==> src/verilog/fsc_pkg.sv <==
// Purpose: shared constants for the fault status capture block
// Assumes: five-bit fault code is {bit 10, bits 3:0} of each status word
// Notes:   source vectors are ordered from highest (bit 0) to lowest priority
package fsc_pkg;

  // ------------------------------------------------------------
  // fault codes
  // ------------------------------------------------------------
  localparam logic [4:0] FSC_CODE_ALIGN = 5'h01;
  localparam logic [4:0] FSC_CODE_BACKGROUND = 5'h00;
  localparam logic [4:0] FSC_CODE_PERM = 5'h0D;
  localparam logic [4:0] FSC_CODE_SYNC_EXT = 5'h08;
  localparam logic [4:0] FSC_CODE_ASYNC_EXT = 5'h16;
  localparam logic [4:0] FSC_CODE_SYNC_ECC = 5'h19;
  localparam logic [4:0] FSC_CODE_ASYNC_ECC = 5'h18;
  localparam logic [4:0] FSC_CODE_DEBUG = 5'h02;

  // ------------------------------------------------------------
  // source vector positions, highest priority first
  // ------------------------------------------------------------
  localparam int FSC_SRC_ALIGN = 0;
  localparam int FSC_SRC_BACKGROUND = 1;
  localparam int FSC_SRC_PERM = 2;
  localparam int FSC_SRC_SYNC_EXT = 3;
  localparam int FSC_SRC_ASYNC_EXT = 4;
  localparam int FSC_SRC_SYNC_ECC = 5;
  localparam int FSC_SRC_ASYNC_ECC = 6;
  localparam int FSC_SRC_DEBUG = 7;
  localparam int FSC_SRC_COUNT = 8;

  // ------------------------------------------------------------
  // status word field positions
  // ------------------------------------------------------------
  localparam int FSC_BIT_KIND = 12;
  localparam int FSC_BIT_DIR = 11;
  localparam int FSC_BIT_CODE_HI = 10;
  localparam int FSC_CODE_LO_MSB = 3;

  // ------------------------------------------------------------
  // coprocessor coordinates and reset values
  // ------------------------------------------------------------
  localparam logic [3:0] FSC_CP_CRN = 4'h5;
  localparam logic [2:0] FSC_CP_OP1 = 3'h0;
  localparam logic [3:0] FSC_CP_CRM = 4'h0;
  localparam logic [2:0] FSC_CP_OP2_DATA = 3'h0;
  localparam logic [2:0] FSC_CP_OP2_INST = 3'h1;
  localparam logic [4:0] FSC_RST_CODE = 5'h00;
  localparam logic FSC_RST_BIT = 1'b0;

endpackage

==> src/verilog/fsc_prio_enc.sv <==
// Purpose: picks the winning fault source and gives its code
// Assumes: src bit 0 is the highest priority source
// Notes:   purely combinational; any is low when no source is raised
`timescale 1ns/1ps
module fsc_prio_enc
  import fsc_pkg::*;
(
  // raised fault sources
  input wire logic [FSC_SRC_COUNT-1:0] src,
  // chosen fault
  output logic [4:0] code,
  output logic any,
  output logic isExt,
  output logic addrValid,
  output logic addrUnpred
);

  // ------------------------------------------------------------
  // priority selection
  // ------------------------------------------------------------
  wire selAlign = src[FSC_SRC_ALIGN];
  wire selBack = src[FSC_SRC_BACKGROUND];
  wire selPerm = src[FSC_SRC_PERM];
  wire selSExt = src[FSC_SRC_SYNC_EXT];
  wire selAExt = src[FSC_SRC_ASYNC_EXT];
  wire selSEcc = src[FSC_SRC_SYNC_ECC];
  wire selAEcc = src[FSC_SRC_ASYNC_ECC];

  // first raised source wins; only the eight defined codes can leave here
  assign code = selAlign ? FSC_CODE_ALIGN :
                selBack ? FSC_CODE_BACKGROUND :
                selPerm ? FSC_CODE_PERM :
                selSExt ? FSC_CODE_SYNC_EXT :
                selAExt ? FSC_CODE_ASYNC_EXT :
                selSEcc ? FSC_CODE_SYNC_ECC :
                selAEcc ? FSC_CODE_ASYNC_ECC :
                FSC_CODE_DEBUG;

  // address qualifiers follow the winning code
  assign any = |src;
  assign isExt = (code == FSC_CODE_SYNC_EXT) || (code == FSC_CODE_ASYNC_EXT);
  assign addrUnpred = (code == FSC_CODE_ASYNC_EXT) || (code == FSC_CODE_ASYNC_ECC);
  assign addrValid = any && !addrUnpred && (code != FSC_CODE_DEBUG);

endmodule

==> src/verilog/fsc_cp_decode.sv <==
// Purpose: decodes a system-control coprocessor access to the two records
// Assumes: access fields are stable while cpValid is high
// Notes:   a user-mode hit is refused, never performed
`timescale 1ns/1ps
module fsc_cp_decode
  import fsc_pkg::*;
(
  // access request
  input wire logic valid,
  input wire logic priv,
  input wire logic [3:0] crn,
  input wire logic [2:0] op1,
  input wire logic [3:0] crm,
  input wire logic [2:0] op2,
  // decode result
  output logic selData,
  output logic selInst,
  output logic hit,
  output logic undef
);

  // ------------------------------------------------------------
  // address decode
  // ------------------------------------------------------------
  wire baseMatch = valid && (crn == FSC_CP_CRN) && (op1 == FSC_CP_OP1) && (crm == FSC_CP_CRM);
  wire dataMatch = baseMatch && (op2 == FSC_CP_OP2_DATA);
  wire instMatch = baseMatch && (op2 == FSC_CP_OP2_INST);

  // privilege gate: user mode hits become undefined-instruction requests
  assign selData = dataMatch && priv;
  assign selInst = instMatch && priv;
  assign hit = dataMatch || instMatch;
  assign undef = hit && !priv;

endmodule

==> src/verilog/fsc_capture.sv <==
// Purpose: holds the data and instruction fault status records
// Assumes: abort commit strobes are one cycle and come from exception entry
// Notes:   a capture and a software write in one cycle resolve to the capture
`timescale 1ns/1ps

module fsc_capture
  import fsc_pkg::*;
(
  // clock and reset
  input wire logic core_clk,
  input wire logic rst,
  // data abort entry
  input wire logic dAbortCommit,
  input wire logic [FSC_SRC_COUNT-1:0] dFaultSrc,
  input wire logic dExtSlave,
  input wire logic dExclUnsup,
  input wire logic dWrite,
  // instruction abort entry
  input wire logic iAbortCommit,
  input wire logic [FSC_SRC_COUNT-1:0] iFaultSrc,
  input wire logic iExtSlave,
  // coprocessor access
  input wire logic cpValid,
  input wire logic cpWrite,
  input wire logic cpPriv,
  input wire logic [3:0] cpCrn,
  input wire logic [2:0] cpOp1,
  input wire logic [3:0] cpCrm,
  input wire logic [2:0] cpOp2,
  input wire logic [31:0] cpWdata,
  output logic cpHit,
  output logic cpUndef,
  output logic [31:0] cpRdata,
  output logic cpRvalid,
  // fault address holder link
  output logic dFarLoad,
  output logic dFarUnpred,
  output logic iFarLoad,
  output logic iFarUnpred,
  // record views
  output logic [31:0] dataFaultStatus,
  output logic [31:0] instFaultStatus
);

  // ------------------------------------------------------------
  // source encoders and access decode
  // ------------------------------------------------------------
  logic [4:0] dEncCode;
  logic dEncAny;
  logic dEncExt;
  logic dEncValid;
  logic dEncUnpred;
  logic [4:0] iEncCode;
  logic iEncAny;
  logic iEncExt;
  logic iEncValid;
  logic iEncUnpred;
  logic selData;
  logic selInst;

  fsc_prio_enc u_dEnc (
    .src(dFaultSrc),
    .code(dEncCode),
    .any(dEncAny),
    .isExt(dEncExt),
    .addrValid(dEncValid),
    .addrUnpred(dEncUnpred)
  );

  fsc_prio_enc u_iEnc (
    .src(iFaultSrc),
    .code(iEncCode),
    .any(iEncAny),
    .isExt(iEncExt),
    .addrValid(iEncValid),
    .addrUnpred(iEncUnpred)
  );

  fsc_cp_decode u_dec (
    .valid(cpValid),
    .priv(cpPriv),
    .crn(cpCrn),
    .op1(cpOp1),
    .crm(cpCrm),
    .op2(cpOp2),
    .selData(selData),
    .selInst(selInst),
    .hit(cpHit),
    .undef(cpUndef)
  );

  // ------------------------------------------------------------
  // capture and write qualification
  // ------------------------------------------------------------
  // a commit with no raised source carries no cause, so it is dropped
  wire dCapture = dAbortCommit && dEncAny;
  wire iCapture = iAbortCommit && iEncAny;
  wire dSwWrite = selData && cpWrite;
  wire iSwWrite = selInst && cpWrite;
  wire dKindHw = dEncExt && (dExtSlave || dExclUnsup);
  wire iKindHw = iEncExt && iExtSlave;
  wire [4:0] wrCode = {cpWdata[FSC_BIT_CODE_HI], cpWdata[FSC_CODE_LO_MSB:0]};

  // ------------------------------------------------------------
  // record next values
  // ------------------------------------------------------------
  logic [4:0] dCode_q;
  logic [4:0] dCode_d;
  logic dKind_q;
  logic dKind_d;
  logic dDir_q;
  logic dDir_d;
  logic [4:0] iCode_q;
  logic [4:0] iCode_d;
  logic iKind_q;
  logic iKind_d;

  // hardware capture outranks a software write in the same cycle
  assign dCode_d = dCapture ? dEncCode : dSwWrite ? wrCode : dCode_q;
  assign dKind_d = dCapture ? dKindHw : dSwWrite ? cpWdata[FSC_BIT_KIND] : dKind_q;
  assign dDir_d = dCapture ? dWrite : dSwWrite ? cpWdata[FSC_BIT_DIR] : dDir_q;
  assign iCode_d = iCapture ? iEncCode : iSwWrite ? wrCode : iCode_q;
  assign iKind_d = iCapture ? iKindHw : iSwWrite ? cpWdata[FSC_BIT_KIND] : iKind_q;

  // record flops, updated on the commit edge itself
  always_ff @(posedge core_clk or posedge rst) begin
    if (rst) begin
      dCode_q <= FSC_RST_CODE;
      dKind_q <= FSC_RST_BIT;
      dDir_q <= FSC_RST_BIT;
      iCode_q <= FSC_RST_CODE;
      iKind_q <= FSC_RST_BIT;
    end else begin
      dCode_q <= dCode_d;
      dKind_q <= dKind_d;
      dDir_q <= dDir_d;
      iCode_q <= iCode_d;
      iKind_q <= iKind_d;
    end
  end

  // ------------------------------------------------------------
  // status word assembly
  // ------------------------------------------------------------
  // unused fields are wired to zero, so writes to them cannot stick
  assign dataFaultStatus = {19'h0_0000, dKind_q, dDir_q, dCode_q[4], 2'h0, 4'h0,
                            dCode_q[3:0]};
  assign instFaultStatus = {19'h0_0000, iKind_q, 1'b0, iCode_q[4], 2'h0, 4'h0,
                            iCode_q[3:0]};

  // fault address holder strobes, same cycle as the commit
  assign dFarLoad = dCapture && dEncValid;
  assign dFarUnpred = dCapture && dEncUnpred;
  assign iFarLoad = iCapture && iEncValid;
  assign iFarUnpred = iCapture && iEncUnpred;

  // ------------------------------------------------------------
  // read port
  // ------------------------------------------------------------
  logic [31:0] cpRdata_q;
  logic [31:0] cpRdata_d;
  logic cpRvalid_q;
  wire rdTake = (selData || selInst) && !cpWrite;

  // read data is the pre-update value of the selected record
  assign cpRdata_d = !rdTake ? cpRdata_q : selData ? dataFaultStatus : instFaultStatus;

  // registered answer, one cycle after the request
  always_ff @(posedge core_clk or posedge rst) begin
    if (rst) begin
      cpRdata_q <= 32'h0000_0000;
      cpRvalid_q <= 1'b0;
    end else begin
      cpRdata_q <= cpRdata_d;
      cpRvalid_q <= rdTake;
    end
  end

  assign cpRdata = cpRdata_q;
  assign cpRvalid = cpRvalid_q;

  // ------------------------------------------------------------
  // assertions
  // ------------------------------------------------------------
  wire dIsLegal = (dCode_q == FSC_CODE_ALIGN) || (dCode_q == FSC_CODE_BACKGROUND) ||
                  (dCode_q == FSC_CODE_PERM) || (dCode_q == FSC_CODE_SYNC_EXT) ||
                  (dCode_q == FSC_CODE_ASYNC_EXT) || (dCode_q == FSC_CODE_SYNC_ECC) ||
                  (dCode_q == FSC_CODE_ASYNC_ECC) || (dCode_q == FSC_CODE_DEBUG);

  // a hardware capture always lands on a defined code; software may load others
  property p_legal_code;
    @(posedge core_clk) disable iff (rst)
      dCapture |=> dIsLegal;
  endproperty
  a_legal_code: assert property (p_legal_code) else $error("reserved data code");

  property p_align_wins;
    @(posedge core_clk) disable iff (rst)
      (dAbortCommit && dFaultSrc[FSC_SRC_ALIGN]) |-> dFarLoad ##1 (dCode_q == 5'h01);
  endproperty
  a_align_wins: assert property (p_align_wins) else $error("alignment lost");

  property p_sync_ecc;
    @(posedge core_clk) disable iff (rst)
      (dAbortCommit && dFaultSrc == 8'h20) |-> dFarLoad ##1
        ((dCode_q == 5'h19) && !dataFaultStatus[12]);
  endproperty
  a_sync_ecc: assert property (p_sync_ecc) else $error("sync ecc wrong");

  property p_async_ext;
    @(posedge core_clk) disable iff (rst)
      (dAbortCommit && dFaultSrc == 8'h10) |-> (!dFarLoad && dFarUnpred) ##1
        (dCode_q == 5'h16);
  endproperty
  a_async_ext: assert property (p_async_ext) else $error("async ext wrong");

  property p_nonext_kind;
    @(posedge core_clk) disable iff (rst)
      (dCapture && !dEncExt) |=> !dataFaultStatus[12];
  endproperty
  a_nonext_kind: assert property (p_nonext_kind) else $error("kind bit set");

  property p_direction;
    @(posedge core_clk) disable iff (rst)
      dCapture |=> (dataFaultStatus[11] == $past(dWrite));
  endproperty
  a_direction: assert property (p_direction) else $error("direction lost");

  property p_user_blocked;
    @(posedge core_clk) disable iff (rst)
      (cpValid && !cpPriv && !dAbortCommit && !iAbortCommit) |=>
        $stable(dataFaultStatus) && $stable(instFaultStatus) && !cpRvalid;
  endproperty
  a_user_blocked: assert property (p_user_blocked) else $error("user access took");

  property p_zero_fields;
    @(posedge core_clk) disable iff (rst)
      cpRvalid |-> (cpRdata[31:13] == 19'h0_0000) && (cpRdata[9:4] == 6'h00);
  endproperty
  a_zero_fields: assert property (p_zero_fields) else $error("reserved bits set");

  property p_inst_dir;
    @(posedge core_clk) disable iff (rst)
      (iSwWrite && !iCapture) |=>
        !instFaultStatus[11] && (instFaultStatus[10] == $past(cpWdata[10]));
  endproperty
  a_inst_dir: assert property (p_inst_dir) else $error("inst bit11 set");

  property p_inst_capture;
    @(posedge core_clk) disable iff (rst)
      iCapture |=> (iCode_q == $past(iEncCode)) && (iKind_q == $past(iKindHw));
  endproperty
  a_inst_capture: assert property (p_inst_capture) else $error("inst not replaced");

  property p_perm_code;
    @(posedge core_clk) disable iff (rst)
      (dAbortCommit && (dFaultSrc[2:0] == 3'h4)) |-> dFarLoad ##1 (dCode_q == 5'h0D);
  endproperty
  a_perm_code: assert property (p_perm_code) else $error("permission code wrong");

  // decode or bus errors on an external abort leave the kind bit low
  property p_data_kind_lo;
    @(posedge core_clk) disable iff (rst)
      (dAbortCommit && ((dFaultSrc[3:0] == 4'h8) || (dFaultSrc[4:0] == 5'h10)) &&
        !dExtSlave && !dExclUnsup) |=> !dataFaultStatus[12];
  endproperty
  a_data_kind_lo: assert property (p_data_kind_lo) else $error("kind bit set");

  property p_data_kind_hi;
    @(posedge core_clk) disable iff (rst)
      (dAbortCommit && ((dFaultSrc[3:0] == 4'h8) || (dFaultSrc[4:0] == 5'h10)) &&
        (dExtSlave || dExclUnsup)) |=> dataFaultStatus[12];
  endproperty
  a_data_kind_hi: assert property (p_data_kind_hi) else $error("kind bit clear");

  property p_inst_kind;
    @(posedge core_clk) disable iff (rst)
      (iAbortCommit && (iFaultSrc[3:0] == 4'h8)) |=> (instFaultStatus[12] == $past(iExtSlave));
  endproperty
  a_inst_kind: assert property (p_inst_kind) else $error("inst kind wrong");

  // a lone software write lands on the writable fields only
  property p_data_write;
    @(posedge core_clk) disable iff (rst)
      (dSwWrite && !dCapture) |=> (dataFaultStatus[9:4] == 6'h00) &&
        (dataFaultStatus[12:10] == $past(cpWdata[12:10])) &&
        (dataFaultStatus[3:0] == $past(cpWdata[3:0]));
  endproperty
  a_data_write: assert property (p_data_write) else $error("data write wrong");

  c_data_abort: cover property (@(posedge core_clk) disable iff (rst) dCapture && dEncExt);
  c_inst_abort: cover property (@(posedge core_clk) disable iff (rst) iCapture);
  c_inst_ext: cover property (@(posedge core_clk) disable iff (rst) iCapture && iEncExt);
  c_sw_write: cover property (@(posedge core_clk) disable iff (rst) dSwWrite ##1 cpValid);
  c_user_undef: cover property (@(posedge core_clk) disable iff (rst) cpUndef);

endmodule

==> config.mk <==
export PLATFORM = sky130hd
export DESIGN_NAME = fsc_capture
export DESIGN_NICKNAME = d
export VERILOG_FILES = /design/src/verilog/fsc_pkg.sv /design/src/verilog/fsc_prio_enc.sv /design/src/verilog/fsc_cp_decode.sv /design/src/verilog/fsc_capture.sv
export SDC_FILE = /design/constraint.sdc
export NUM_CORES = 1
export LEC_CHECK = 0
export ABC_AREA = 1
export BUFFER_PORTS_ARGS = -buffer_cell sky130_fd_sc_hd__buf_2
export CAP_MARGIN = 20
export CORE_UTILIZATION = 43
export CTS_CLUSTER_SIZE = 8
export DETAILED_ROUTE_END_ITERATION = 12
export HOLD_SLACK_MARGIN = 0.02
export MAX_ROUTING_LAYER = met4
export PLACE_DENSITY = 0.88
export SKIP_CTS_REPAIR_TIMING = 1
export SLEW_MARGIN = 20
export SYNTH_ARGS = -nofsm -noshare
export SYNTH_HDL_FRONTEND = slang
export SYNTH_SLANG_ARGS = --single-unit
export TNS_END_PERCENT = 20
==> constraint.sdc <==
create_clock -name core_clk -period 3.01 [get_ports core_clk]
set_clock_uncertainty 0.2 [all_clocks]
set_input_delay 0.4515 -clock core_clk [delete_from_list [all_inputs] [get_ports core_clk]]
set_output_delay 0.4515 -clock core_clk [all_outputs]
set_load 0.02 [all_outputs]
-- Yosys cells after proc, flatten, opt, wreduce, memory -nomap -nowiden
Index checks and enable logic that the tools add are counted.
- memory bits (read-only): 0
- bits in writable memories: 0
- bits in latches: 0
- flip-flop bits (word level): 46
- bits of input ports: 73
- memories: 0
- logic and storage cells: 83
- shifts and indexed selects: 0
- bitwise logic cells: 0
- multiply operators: 0
- muxes and demuxes: 25
- reduce and logical (&&, ||, !) cells: 41
- add/sub/neg operators: 0
- equality and inequality tests: 10
- $lt $le $gt $ge: 0
- divide/modulo/power cells: 0
- operators by type and width (kind ; count):
    $mux W5 ; 18
    $logic_and A1 B1 Y1 ; 23
    $eq A5 B5 Y1 const B ; 4
    $reduce_or A8 Y1 ; 2
    $mux W13 ; 1
    $eq A5 B4 Y1 const B ; 2
    $ne A5 B2 Y1 const B ; 2
    $logic_or A1 B1 Y1 ; 7
    $logic_not A3 Y1 ; 2
    $mux W1 ; 6
    $eq A4 B3 Y1 const B ; 1
    $logic_not A1 Y1 ; 4
    $logic_not A4 Y1 ; 1
    $reduce_bool A2 Y1 ; 2
    $eq A3 B1 Y1 const B ; 1

-- Longest topological paths before layout
- depth in word-level cells: 13
- depth in mapped cells: 12
- depth with buffers taken out: 11

-- Cells and area by module
Synthesis repeated with hierarchy kept, for this count alone.
- cells, all modules: 338
- area total of the unflattened synthesis: 2144.6 um2
- modules (own cells, without submodules) (module ; sequential area each (um2) ; cells each ; area an instance (um2) ; instances):
    fsc_capture ; 525.5 ; 251 ; 1762.9 ; 1
    fsc_prio_enc ; 0.0 ; 32 ; 142.6 ; 2
    fsc_cp_decode ; 0.0 ; 23 ; 96.3 ; 1

-- Least setup slack after synthesis
No wires, ideal clock.
- kind: input-to-output
- start: in iFaultSrc[0]
- end: out iFarLoad
- slack: 0.905 ns
- stages on the path: 9
- arrival: 1.454 ns
- path buffers: 0
- cells stage by stage: nor2_2 -> inv_1 -> nor2_1 -> nor2_1 -> nand2_1 -> nor2_1 -> a21oi_1 -> nand2_1 -> nor2_1
- word-level cells in the longest chain between the ends: 7
- elaborated cells on any way between the ends: 11
- those cells by class: eq/ne (3); mux (1); reduce/logical (7)
- RTL lines (what ; RTL line ; source):
    start, declared ; fsc_capture.sv:20 ; input wire logic [FSC_SRC_COUNT-1:0] iFaultSrc,
    $mux W5 ; fsc_prio_enc.sv:30 ; assign code = selAlign ? FSC_CODE_ALIGN :
    $eq A5 B5 Y1 ; fsc_prio_enc.sv:42 ; assign addrUnpred = (code == FSC_CODE_ASYNC_EXT) || (code == FSC_CODE_ASYNC_ECC);
    $logic_or A1 B1 Y1 ; fsc_prio_enc.sv:42 ;
    $logic_not A1 Y1 ; fsc_prio_enc.sv:43 ; assign addrValid = any && !addrUnpred && (code != FSC_CODE_DEBUG);
    $logic_and A1 B1 Y1 (2 in a row) ; fsc_prio_enc.sv:43 ;
    $logic_and A1 B1 Y1 (*) ; fsc_capture.sv:154 ; assign iFarLoad = iCapture && iEncValid;
    end, declared ; fsc_capture.sv:38 ; output logic iFarLoad,
Every way passes the cells marked *; elsewhere a longest branch is shown, timed or not.

-- Worst setup path after layout
Same ends and word-level chain as after synthesis.

==> impl_metrics.env <==
export IMPL_run_status="finished, final reports clean"
export IMPL_ys_seq_area_share_pct=24.33
export IMPL_timing_hold_violations_final=0
export IMPL_avgRoutedWirePerCell_um=8.933
export IMPL_post_route_util_pct=48.24
export IMPL_numCtsBuffers=3
export IMPL_critPathRequiredTime_ns=2.36
export IMPL_start_util_pct=45.12
export IMPL_period_needed_ns=2.297
export IMPL_critPathMaxFanout=5
export IMPL_cts_sinks=21
export IMPL_syn_area_per_cell_um2=6.665
export IMPL_grt_pass1_wl_um=6520
export IMPL_synth_seq_cells=21
export IMPL_dieArea_um2=5309
export IMPL_regToRegSetupSlack_ns=1.78
export IMPL_worst_slack_ns=0.7131
export IMPL_reg2reg_depth=3
export IMPL_place_hpwl_um=3561
export IMPL_tightest_slew_ns=0.7622
export IMPL_gp_congestion=0.7969
export IMPL_fillCellCount=509
export IMPL_crit_type="in2out"
export IMPL_die_h_um=72.87
export IMPL_path_clk_slew_ns=0.08
export IMPL_vias=1845
export IMPL_start_kind="input pin"
export IMPL_ys_warn_count=0
export IMPL_most_common_layout_cells="76 x conb_1, 74 x nand2_1, 74 x buf_2"
export IMPL_core_area_um2=4786
export IMPL_antenna_cells=0
export IMPL_yosys_cell_types_count=30
export IMPL_worst_ep_arrival_time_ns=1.65
export IMPL_power_uw=763.9
export IMPL_timing_rr_start="dKind_q"
export IMPL_drive_gt1_share_pct=26.72
export IMPL_layout_commonest_cell="conb_1"
export IMPL_setup_worst_path_start="iFaultSrc[0]"
export IMPL_grt_pass1_vias=1526
export IMPL_antenna_left=0
export IMPL_grt_max_degree=22
export IMPL_rsz0062_at_grt="no"
export IMPL_clk_latency_ns=0.26
export IMPL_area_growth_pct=6.894
export IMPL_cts_root_buf="clkbuf_8"
export IMPL_grt_use_total_pct=15.99
export IMPL_synthCells=324
export IMPL_tns_ns=0
export IMPL_io_pins=176
export IMPL_critPathCaptureType="output pin"
export IMPL_relSlewSlack_pct=49.13
export IMPL_antenna_found_initial=0
export IMPL_p_per_area_nw_per_um2=330.9
export IMPL_rows=25
export IMPL_slew_violations=0
export IMPL_ir_worst_vdd_mv=0.1911
export IMPL_cts_tree="built"
export IMPL_nets=467
export IMPL_fin_crit_sh_pct=76.31
export IMPL_drt_total_wl_um=4109
export IMPL_drtIter0Drc=56
export IMPL_ctsLongestPathBuffers=2
export IMPL_p_leak_uw=0.001436
export IMPL_globalRouteOverflowTotal=0
export IMPL_max_cap_viol_count=0
export IMPL_r2r_end="cpRdata[12]"
export IMPL_die_w_um=72.87
export IMPL_hold_path_class="in2async"
export IMPL_cts_htree_levels=1
export IMPL_place_ws_ns=0.7189
export IMPL_setup_viol=0
export IMPL_port_buffers=74
export IMPL_dr_pass1_iters=4
export IMPL_routed_via_density=4.011
export IMPL_fmax_mhz=435.4
export IMPL_drc=0
export IMPL_synth_cell_area_um2=2160
-- cells by family (layout without fill, tap and decap cells) --
family / count (synthesis) / after routing / synth area share, %
AND/OR/NAND/NOR: 145 / 145 / 29.95
other: 1 / 76 / 0.1736
flip-flops: 21 / 21 / 24.33
AO/OA/AOI/OAI: 33 / 33 / 9.096
buffers and inverters: 124 / 118 / 36.44
-- registers in the layout, summed over array words and instances (netlist names) --
signal	cells
iKind_q	1
cpRvalid	1
dCode_q	5
dKind_q	1
iCode_q	5
cpRdata	7
dDir_q	1
-- metal layers --
layer,vias up,wire length [um],global-route usage (%)
met5,-,0,-
met4,0,46,4.357
met3,6,230,1.381
met2,73,2012,27.73
met1,793,1820,19.93
li1,973,-,-
-- critical path, stage by stage --
cell     delay (ns)
buf_2          0.11
nor2_2         0.19
inv_1          0.06
nor2_1         0.17
nor2_1         0.07
nand2_1        0.08
nor2_1         0.04
a21oi_1        0.14
nand2_1        0.08
nor2_1         0.08
buf_2          0.17
-- report_power, final --
part	leakage (uW)	switching (uW)	internal [uW]
clock network	0.0000255	88.8	92.1
registers	0.000267	14.0	299
logic	0.00114	200	69.7
-- Yosys cell counts (all sizes together) --
cell	count	area, um2
inv	39	146.4
o21ai	19	95.09
o2111ai	1	8.760
or2	3	18.77
nor3	3	15.01
conb	1	3.750
and2	1	6.260
buf	85	640.6
nand2	77	301.5
nand4	3	25.02
nand3	9	50.05
o21a	1	7.510
a21oi	10	65.06
o21bai	1	7.510
nor2	49	230.2
o211ai	1	12.51
dfrtp	21	525.5
-- worst max path at each step --
stage | endpoint | slack, ns | cells past startpoint
finish | iFarLoad | 0.71 | 11
global route | dFarUnpred | 0.54 | 10
CTS | iFarLoad | 0.72 | 11
detailed placement | iFarLoad | 0.72 | 11
global placement | iFarLoad | 0.73 | 11
floorplan | iFarLoad | 0.90 | 9
-- cell type report --
type,instances,area (um2),share of cell area [%]
multi-input combinational,254,1129,48.89
sequential,21,525.5,22.76
timing repair buffer,75,377.9,16.37
inverter,39,146.4,6.341
tap,67,83.83,3.631
clock buffer,3,41.29,1.789
clock inverter,1,5.005,0.2168
-- per-stage QoR --
step / hold WS (ns) / cell area [um2] / cells
after global routing: 0.1904 / 2308 / 460
after detailed placement: 0.2614 / 2262 / 456
after CTS: 0.1394 / 2308 / 460
after global placement: 0.2571 / 2262 / 456
after floorplan: 0.2280 / 2441 / 399
final: 0.1147 / 2308 / 460
Power figures use the tool's default switching activity.
